**config.mk**
```make
export PLATFORM = sky130hd
export DESIGN_NAME = channel_fault_diagnosis
export DESIGN_NICKNAME = d
export VERILOG_FILES = /design/src/channel_fault_diagnosis.v /design/src/open_load_timer.v
export VERILOG_INCLUDE_DIRS = /design/src
export SDC_FILE = /design/constraint.sdc
export NUM_CORES = 1
export LEC_CHECK = 0
export ABC_AREA = 1
export BUFFER_PORTS_ARGS = -buffer_cell sky130_fd_sc_hd__buf_4
export CAP_MARGIN = 10
export CORE_AREA = 8 8 159 161
export DETAILED_ROUTE_END_ITERATION = 8
export DIE_AREA = 0 0 167 169
export PLACE_DENSITY = 0.71
export SETUP_SLACK_MARGIN = 0.02
export SLEW_MARGIN = 20
export SYNTH_ARGS = -nofsm -noshare
export SYNTH_HDL_FRONTEND = slang
export SYNTH_SLANG_ARGS = --single-unit
```
**constraint.sdc**
```tcl
create_clock -name CLOCK_IN -period 1.3 [get_ports CLOCK_IN]
set_input_delay 0.13 -clock CLOCK_IN [delete_from_list [all_inputs] [get_ports CLOCK_IN]]
set_output_delay 0.13 -clock CLOCK_IN [all_outputs]
set_load 0.005 [all_outputs]
```
**src/chan_diag_regs.vh**
```
// Purpose: Constants for the channel fault diagnosis block.
// Assumes: 200 MHz core clock, 5 ns period.
// Notes:   Times are kept in nanoseconds; cycle counts derive from them.
`ifndef CHAN_DIAG_REGS_VH
`define CHAN_DIAG_REGS_VH
`define CLK_PERIOD_NS          5
`define OPEN_LOAD_DELAY_MIN_NS 100000
`define OPEN_LOAD_DELAY_MAX_NS 250000
`define OPEN_LOAD_DELAY_CYC    ((`OPEN_LOAD_DELAY_MIN_NS + `CLK_PERIOD_NS - 1) / `CLK_PERIOD_NS)
`define OVERLOAD_SHUTOFF_MAX_NS 60000
`define OVERLOAD_SHUTOFF_CYC   (`OVERLOAD_SHUTOFF_MAX_NS / `CLK_PERIOD_NS)
`define REG_BANK_DIAG          1'h1
`define ADDR_DCC0              3'h4
`define ADDR_DCC1              3'h5
`define DIAG_PROT_LO_BIT       0
`define DIAG_OL_LO_BIT         1
`define DIAG_PROT_HI_BIT       2
`define DIAG_OL_HI_BIT         3
`define DCC_RESET              4'h0
`endif

```
**src/channel_fault_diagnosis.v**
```verilog
// Purpose: Protection and open-load latching with channel shutoff for eight channels.
// Assumes: Frame, write and read strobes come from the serial front end as one-cycle pulses.
// Notes:   Overload shutoff happens one cycle after detection, well inside the limit.
// Function
// - A protection flag set by a shutdown holds until the host writes the clear bit.
// - The clear bit returns to zero on the next valid frame after it was written.
// - Open-load detections latch per channel and clear when their diagnosis register is read.
// - No open-load diagnosis is done for a channel that is switched on.
// - An off channel sets its open-load flag after the condition persists for the delay.
// - A written diagnosis current enable bit drives that channel's current enable.
// - Over-temperature sets the protection flag and forces an active channel off.
// - Overload switches the channel off within the shutoff limit and sets its flag.
// - A protected channel stays off regardless of input selection until cleared.
// - Over-temperature sets the protection flag even while the channel is off.
// - Diagnosis registers in bank one hold two channels each, protection at 0 and 2.
// - Current enables live in two 4-bit registers at addresses 100 and 101.
`timescale 1ns/100ps
`include "chan_diag_regs.vh"
module channel_fault_diagnosis #(
    parameter integer OL_DELAY = `OPEN_LOAD_DELAY_CYC
) (
    input  wire       CLOCK_IN,
    input  wire       SRST_IN,
    input  wire [7:0] CHAN_REQ_IN,
    input  wire [7:0] OVERLOAD_IN,
    input  wire [7:0] OVERTEMP_IN,
    input  wire [7:0] OPEN_LOAD_COND_IN,
    input  wire       FRAME_VALID_IN,
    input  wire       WR_STB_IN,
    input  wire       RD_STB_IN,
    input  wire       BANK_SEL_IN,
    input  wire [2:0] ADDR_IN,
    input  wire [3:0] WDATA_IN,
    input  wire       CLR_PROT_WR_IN,
    output reg  [7:0] CHAN_ON_OUT,
    output reg  [7:0] DIAG_CUR_EN_OUT,
    output reg  [7:0] PROT_FLAG_OUT,
    output reg  [7:0] OPEN_LOAD_OUT,
    output reg  [3:0] RDATA_OUT,
    output reg        CLEAR_PROT_LATCH_OUT
);
    localparam integer NCH = 8;

    wire [7:0] ol_done;
    reg  [7:0] ol_clr;
    reg  [7:0] prot_next;
    reg  [7:0] ol_next;
    reg  [7:0] chan_on_next;
    reg  [7:0] dcc_next;
    reg  [3:0] rdata_next;
    reg        cpl_next;
    reg        diag_rd;
    reg        dcc_lo_wr;
    reg        dcc_hi_wr;
    integer    i;
    integer    k;

    // One persistence timer per channel, armed only while the channel is off.
    genvar g;
    generate
        for (g = 0; g < 8; g = g + 1) begin : g_ol
            open_load_timer #(
                .DELAY (OL_DELAY),
                .W     (16)
            ) open_load_timer_i (
                .clk_in   (CLOCK_IN),
                .srst_in  (SRST_IN),
                .arm_in   (~CHAN_ON_OUT[g]),
                .cond_in  (OPEN_LOAD_COND_IN[g]),
                .done_out (ol_done[g])
            );
        end
    endgenerate

    // Packs the flags of two channels into one diagnosis register word.
    function [3:0] diag_word;
        input [1:0] pf;
        input [1:0] ol;
        begin
            diag_word                    = 4'h0;
            diag_word[`DIAG_PROT_LO_BIT] = pf[0];
            diag_word[`DIAG_OL_LO_BIT]   = ol[0];
            diag_word[`DIAG_PROT_HI_BIT] = pf[1];
            diag_word[`DIAG_OL_HI_BIT]   = ol[1];
        end
    endfunction

    // Tells whether bank and address select the given current enable register.
    function dcc_match;
        input       bank;
        input [2:0] addr;
        input [2:0] target;
        begin
            dcc_match = (bank != `REG_BANK_DIAG) && (addr == target);
        end
    endfunction

    always @* begin
        diag_rd   = RD_STB_IN && (BANK_SEL_IN == `REG_BANK_DIAG);
        dcc_lo_wr = WR_STB_IN && dcc_match(BANK_SEL_IN, ADDR_IN, `ADDR_DCC0);
        dcc_hi_wr = WR_STB_IN && dcc_match(BANK_SEL_IN, ADDR_IN, `ADDR_DCC1);
    end

    // A diagnosis read clears the open-load flags of the pair it returns.
    always @* begin
        ol_clr = 8'h00;
        if (diag_rd) begin
            case (ADDR_IN[1:0])
                2'h0:    ol_clr = 8'h03;
                2'h1:    ol_clr = 8'h0C;
                2'h2:    ol_clr = 8'h30;
                default: ol_clr = 8'hC0;
            endcase
        end
    end

    // A clear write in the same frame keeps the bit set.
    always @* begin
        cpl_next = CLEAR_PROT_LATCH_OUT;
        if (CLR_PROT_WR_IN) begin
            cpl_next = 1'h1;
        end else if (FRAME_VALID_IN) begin
            cpl_next = 1'h0;
        end
    end

    // A fault in the clearing cycle wins over the clear.
    always @* begin
        for (i = 0; i < NCH; i = i + 1) begin
            prot_next[i] = (PROT_FLAG_OUT[i] && !CLR_PROT_WR_IN)
                || OVERTEMP_IN[i]
                || (OVERLOAD_IN[i] && CHAN_ON_OUT[i]);
        end
    end

    always @* begin
        for (k = 0; k < NCH; k = k + 1) begin
            ol_next[k] = (OPEN_LOAD_OUT[k] && !ol_clr[k]) || ol_done[k];
        end
    end

    always @* begin
        chan_on_next = CHAN_REQ_IN & ~prot_next;
    end

    always @* begin
        dcc_next = DIAG_CUR_EN_OUT;
        if (dcc_lo_wr) begin
            dcc_next[3:0] = WDATA_IN;
        end
        if (dcc_hi_wr) begin
            dcc_next[7:4] = WDATA_IN;
        end
    end

    // Read data follows the selected register one cycle later.
    always @* begin
        rdata_next = 4'h0;
        if (BANK_SEL_IN == `REG_BANK_DIAG) begin
            case (ADDR_IN[1:0])
                2'h0:    rdata_next = diag_word(PROT_FLAG_OUT[1:0], OPEN_LOAD_OUT[1:0]);
                2'h1:    rdata_next = diag_word(PROT_FLAG_OUT[3:2], OPEN_LOAD_OUT[3:2]);
                2'h2:    rdata_next = diag_word(PROT_FLAG_OUT[5:4], OPEN_LOAD_OUT[5:4]);
                default: rdata_next = diag_word(PROT_FLAG_OUT[7:6], OPEN_LOAD_OUT[7:6]);
            endcase
        end else if (dcc_match(BANK_SEL_IN, ADDR_IN, `ADDR_DCC0)) begin
            rdata_next = DIAG_CUR_EN_OUT[3:0];
        end else if (dcc_match(BANK_SEL_IN, ADDR_IN, `ADDR_DCC1)) begin
            rdata_next = DIAG_CUR_EN_OUT[7:4];
        end
    end

    always @(posedge CLOCK_IN) begin
        if (SRST_IN) begin
            PROT_FLAG_OUT <= 8'h00;
        end else begin
            PROT_FLAG_OUT <= prot_next;
        end
    end

    always @(posedge CLOCK_IN) begin
        if (SRST_IN) begin
            OPEN_LOAD_OUT <= 8'h00;
        end else begin
            OPEN_LOAD_OUT <= ol_next;
        end
    end

    always @(posedge CLOCK_IN) begin
        if (SRST_IN) begin
            CHAN_ON_OUT <= 8'h00;
        end else begin
            CHAN_ON_OUT <= chan_on_next;
        end
    end

    always @(posedge CLOCK_IN) begin
        if (SRST_IN) begin
            DIAG_CUR_EN_OUT <= {`DCC_RESET, `DCC_RESET};
        end else begin
            DIAG_CUR_EN_OUT <= dcc_next;
        end
    end

    always @(posedge CLOCK_IN) begin
        if (SRST_IN) begin
            RDATA_OUT <= 4'h0;
        end else begin
            RDATA_OUT <= rdata_next;
        end
    end

    always @(posedge CLOCK_IN) begin
        if (SRST_IN) begin
            CLEAR_PROT_LATCH_OUT <= 1'h0;
        end else begin
            CLEAR_PROT_LATCH_OUT <= cpl_next;
        end
    end
endmodule // channel_fault_diagnosis

```
**src/open_load_timer.v**
```verilog
// Purpose: Per-channel persistence timer for the off-state open-load condition.
// Assumes: Condition input already synchronous to the clock.
// Notes:   Raises done once the condition has held for DELAY cycles while armed; done stays high until arm or condition drops.
`timescale 1ns/100ps
module open_load_timer #(
    parameter integer DELAY = 20000,
    parameter integer W     = 15
) (
    input  wire clk_in,
    input  wire srst_in,
    input  wire arm_in,
    input  wire cond_in,
    output reg  done_out
);
    reg [W-1:0] cnt_reg;
    always @(posedge clk_in) begin
        if (srst_in || !arm_in || !cond_in) begin
            cnt_reg  <= {W{1'h0}};
            done_out <= 1'h0;
        end else if (cnt_reg == DELAY[W-1:0] - 1'h1) begin
            done_out <= 1'h1;
        end else begin
            cnt_reg  <= cnt_reg + 1'h1;
            done_out <= 1'h0;
        end
    end
endmodule // open_load_timer
```
* Word-level counts from Yosys, hierarchy flattened
Cells that the tools add are included.
** Word-level totals
- Bits in registers :: 173
- Bits of input ports :: 46
- Word-level logic and storage cells :: 150
** Cells by class
- Add/sub/neg operators :: 8
- Eq/ne operators :: 12
- Multiplexer cells :: 16
- Bitwise gates (word level) :: 3
- Reductions and logical operators :: 88
** Operators by type and width (count)
- adder 16 x 1 -> 16 bit (second input constant) :: 8
- equality test 16 x 15 -> 1 bit (second input constant) :: 8
- logical OR 1 bit :: 40
- logical AND 1 bit :: 29
- one-hot mux 8 bit (3 select lines) :: 1
- logical NOT 1 bit :: 17
- two-way mux 4 bit :: 3
- one-hot mux 4 bit (3 select lines) :: 1
- two-way mux 1 bit :: 10
- AND 8 bit :: 1
- two-way mux 8 bit :: 1
- inverter 8 bit :: 1
- equality test 3 bit (second input constant) :: 2
- equality test 2 x 1 -> 1 bit (second input constant) :: 1
- equality test 2 bit (second input constant) :: 1
- logical NOT 2 bit :: 1
- nonzero test 2 bit :: 1
- inverter 1 bit :: 1

* Depth between registers and ports, before layout
- Word-level depth :: 6
- Mapped depth :: 9
- Gate-level depth less buffers :: 9

* Cells and area by module
Synthesis repeated with hierarchy kept, for this count alone.
** Second synthesis, totals
- Cells, all modules :: 1408
- Area, all modules :: 9223.8 µm²
** Modules (own cells, without submodules)
- open_load_timer :: instances 8, cells an instance 150, area each 964.7 µm²
- channel_fault_diagnosis :: instances 1, cells an instance 208, area each 1506.4 µm²

* Worst setup path after synthesis
No wires, ideal clock.
- Path kind :: register -> register
- Start :: register g_ol[4].open_load_timer_i.cnt_reg[0]
- End :: register g_ol[4].open_load_timer_i.cnt_reg[12]
- Library setup time :: 116 ps
- Arrival :: 1150 ps
- Slack :: 35 ps
- Cell stages (with the launch flop) :: 7
- Buffers on the path :: 0
- Period minus slack after synthesis :: 1265 ps
- Path through :: dfxtp_1 > ha_1 > nand3_2 > nor2_4 > nand3_1 > o21ai_0 > nor2_1
** Between the ends
- Cells in the longest elaborated chain, start to end :: 1
** RTL lines
- start: declaration :: line open_load_timer.v:15 : reg [W-1:0] cnt_reg;
- start signal: assignment :: line open_load_timer.v:18 : cnt_reg <= {W{1'h0}};
- start signal: assignment :: line open_load_timer.v:23 : cnt_reg <= cnt_reg + 1'h1;
- adder 16 x 1 -> 16 bit or equality test 16 x 15 -> 1 bit (tied branches) :: line open_load_timer.v:23, open_load_timer.v:20
Several ways; a longest one is shown, not always the timed one.
A chain may end at the register's enable or synchronous reset.

* Worst setup path in the final report
- Start :: register g_ol[3].open_load_timer_i.cnt_reg[0]
- End :: register g_ol[3].open_load_timer_i.cnt_reg[4]
** Between the ends
- Cells in the longest elaborated chain, start to end :: 1
** RTL lines (line)
- start: declaration :: open_load_timer.v:15
- start signal: assignment :: open_load_timer.v:18
- start signal: assignment :: open_load_timer.v:23
- adder 16 x 1 -> 16 bit or equality test 16 x 15 -> 1 bit (tied branches) :: open_load_timer.v:23, open_load_timer.v:20
Several ways; a longest one is shown, not always the timed one.

==> results.py <==
metrics = {
    "outcome": {
        "status": "completed",
    },
    "cells_and_area": {
        "areaGrowthSynthToFinish_pct": 30.5,
        "largest_reg_flops": 128,
        "drive_above_1_share": 0.221,
        "fin_area_sq_mm": 0.0116,
        "antenna_cells": 0,
        "nFillCells": 2157,
        "final_nets": 1610,
    },
    "global_routing": {
        "grt_start_max_net_pins": 32,
        "grt_remaining_overflow": 0,
        "grt_util_all_layers": 0.158,
        "antenna_found_initial": 0,
        "grt_first_pass_wirelength_mm": 37.1,
        "grt_pass1_vias": 8180,
    },
    "floorplan": {
        "chipHeight_microns": 169,
        "fp.dieArea_sq_mm": 0.0282,
        "die_w_microns": 167,
        "std_cell_rows": 56,
        "coreArea_sq_mm": 0.0229,
        "ios": 83,
        "start_util": 0.389,
    },
    "timing": {
        "rsz0062_at_grt": "true",
        "hold_viol": 0,
        "finalMaxSlewViolations": 0,
        "fmax_ghz": 0.779,
        "setup_tns_ps": 0,
        "worstMarginPinSlew_ps": 574,
        "relSlewSlack": 0.615,
        "min_period_ps": 1280,
        "skew_ps": 8.77,
        "min_period_over_period": 0.988,
        "setup_viol": 0,
        "setup_ws_ps": 16.2,
    },
    "critical_path": {
        "path_class": "register to register",
        "endpoint_kind": "register",
        "crit_fanout": 4,
        "start_kind": "register",
        "worstPathRequired_ps": 1660,
        "critical_path_arrival_ps": 1650,
    },
    "placement": {
        "place_ws_ps": -56.7,
        "place.detailed.hpwl_mm": 16.5,
        "place_congestion": 0.891,
        "place_area_sq_mm": 0.0102,
        "port_buffers": 82,
    },
    "clock_network": {
        "cts-root-buf": "clkbuf_16",
        "cts.path.max_buffers": 2,
        "clock_latency_ps": 430,
        "htreeDepth": 4,
        "cts_sinks": 173,
        "cts_tree": "built",
        "clkSlewWorstSetupHoldPaths_ps": 70,
        "tritoncts.num_buffers": 17,
    },
    "synthesis": {
        "yosys.cell_types.count": 30,
        "synth_top_area_frac": 0.388,
        "synth.avg_cell_area_sq_um": 6.45,
        "synth_most_common_cell": "nand2_1",
        "synth_nets": 1436,
        "synth_cells": 1382,
        "synthTopCellsByArea": "dfxtp_1, nand2_1, nor2_1",
        "post-synth-top-area-cell": "dfxtp_1",
        "synth_seq_area_share": 0.388,
        "yosysWarnings": 0,
        "syn_area_sq_mm": 0.00892,
        "synth-edff-count": 0,
        "synthArstFlopShare": 0,
        "synth_common_cells": "nand2_1, nor2_1, inv_1, dfxtp_1, nand3_1",
        "ys_seq_elements": 173,
        "synth-main-ff-cell": "dfxtp_1",
    },
    "route": {
        "drt_iter0_markers": 463,
        "drtPass1Iterations": 8,
        "num_vias": 8942,
        "drc": 0,
        "wl_mm": 22.9,
        "viasPerCell": 4.81,
        "ant_nets": 0,
        "routedWlPerCell_microns": 12.3,
    },
    "flow_run": {
        "maxCapViolCount": 0,
    },
    "power": {
        "cellLeakagePower_uw": 0.00448,
        "pwr_density_cell_mw_per_mm2": 963,
        "peakVddDrop_uv": 854,
    },
    "min_path": {
        "hold_class": "input port to register",
    },
}
[cell usage in the layout, fill, tap and decap left out, types with 2 or more instances in the layout]
| master | netlist | final |
|---|---|---|
| a21oi_1 | 112 | 108 |
| a21oi_2 | 2 | 6 |
| and2_1 | 3 | 2 |
| and3_1 | 4 | 4 |
| buf_12 | 0 | 2 |
| buf_4 | 1 | 121 |
| buf_6 | 1 | 6 |
| bufinv_16 | 0 | 2 |
| clkbuf_16 | 0 | 17 |
| clkinv_2 | 0 | 4 |
| clkinv_4 | 0 | 2 |
| clkinvlp_4 | 0 | 2 |
| dfxtp_1 | 173 | 132 |
| dfxtp_2 | 0 | 36 |
| dfxtp_4 | 0 | 5 |
| dlygate4sd3_1 | 0 | 30 |
| ha_4 | 0 | 8 |
| inv_1 | 188 | 179 |
| inv_2 | 12 | 20 |
| inv_6 | 0 | 2 |
| nand2_1 | 318 | 294 |
| nand2_2 | 11 | 29 |
| nand2_4 | 0 | 6 |
| nand3_1 | 116 | 106 |
| nand3_2 | 4 | 12 |
| nand3_4 | 1 | 3 |
| nand3b_1 | 9 | 9 |
| nand4_1 | 13 | 13 |
| nor2_1 | 283 | 253 |
| nor2_2 | 8 | 31 |
| nor2_4 | 14 | 22 |
| nor2b_1 | 2 | 2 |
| nor3_1 | 10 | 6 |
| nor3_2 | 0 | 4 |
| o21ai_0 | 40 | 32 |
| o21ai_1 | 8 | 14 |
| o21ai_2 | 0 | 2 |
| o21bai_1 | 5 | 5 |
| xnor2_1 | 11 | 11 |
| xor2_1 | 20 | 20 |
[routing by layer]
| metal | vias up | part of all wire | track usage | wire (microns) |
|---|---|---|---|---|
| met5 | - | 0 | 0 | 0 |
| met4 | 0 | 0.020 | 0.0588 | 468 |
| met3 | 27 | 0.057 | 0.0412 | 1310 |
| met2 | 198 | 0.48 | 0.271 | 11000 |
| met1 | 4038 | 0.44 | 0.187 | 10100 |
| li1 | 4679 | - | - | - |
[report_power, final]
group / internal, uW / switching (uW)
combinational: 348 / 354
sequential: 5360 / 71.7
clock: 2880 / 2180
total: 8590 / 2610
[repair_timing]
item                                    4_1_cts  5_1_grt
endpoints found under the setup margin       27      110
setup buffers                                 3        7
hold buffers                                 30        0
resized for setup                            23      154
pin swaps                                    10       41
cloned                                        0        1
endpoints found under the hold margin        26        0
[cell families after synthesis]
family,share of synthesized area
AO/OA/AOI/OAI,0.0960
flip-flops,0.388
adder cells (fa/ha/maj),0.0112
XOR/XNOR,0.0304
AND/OR/NAND/NOR,0.386
buffers and inverters,0.0880
[final cells by class]
type,instances,area (sq um),share of cell area
multi-input cells,1004,5090,0.438
flip-flops and latches,173,3530,0.303
repair buffers,159,1320,0.113
inverters,201,757,0.0651
clock buffers,18,439,0.0377
well taps,290,363,0.0312
clock inverters,13,141,0.0122
[final timing paths]
path	start	endpoint	slack (ps)	depth (start not counted)
worst min-delay path	WR_STB_IN	DIAG_CUR_EN_OUT[4]	50	3
worst min register to register	g_ol[2].open_load_timer_i.done_out	OPEN_LOAD_OUT[2]	440	2
worst max-delay path	g_ol[3].open_load_timer_i.cnt_reg[0]	g_ol[3].open_load_timer_i.cnt_reg[4]	20	7
worst max register to register	g_ol[3].open_load_timer_i.cnt_reg[0]	g_ol[3].open_load_timer_i.cnt_reg[4]	20	7
[worst max-delay path: stages, from the launching register on]
cell	delay, ps
dfxtp_2	350
ha_4	150
nand2_4	60
nor2_4	170
buf_6	120
xor2_1	160
inv_1	80
a21oi_2	120
[through the flow]
| step | utilization | power, uW | instances | hold WS [ps] |
|---|---|---|---|---|
| CTS | 0.486 | 11300 | 1850 | 21.3 |
| floorplan | - | 5810 | 1382 | 192 |
| detailed placement | 0.444 | 6160 | 1786 | 363 |
| finish | 0.508 | 11200 | 1858 | 46.0 |
| global route | 0.508 | 11700 | 1858 | 24.7 |
| global placement | 0.444 | 6150 | 1786 | 357 |
(Power assumes the default switching activity.)
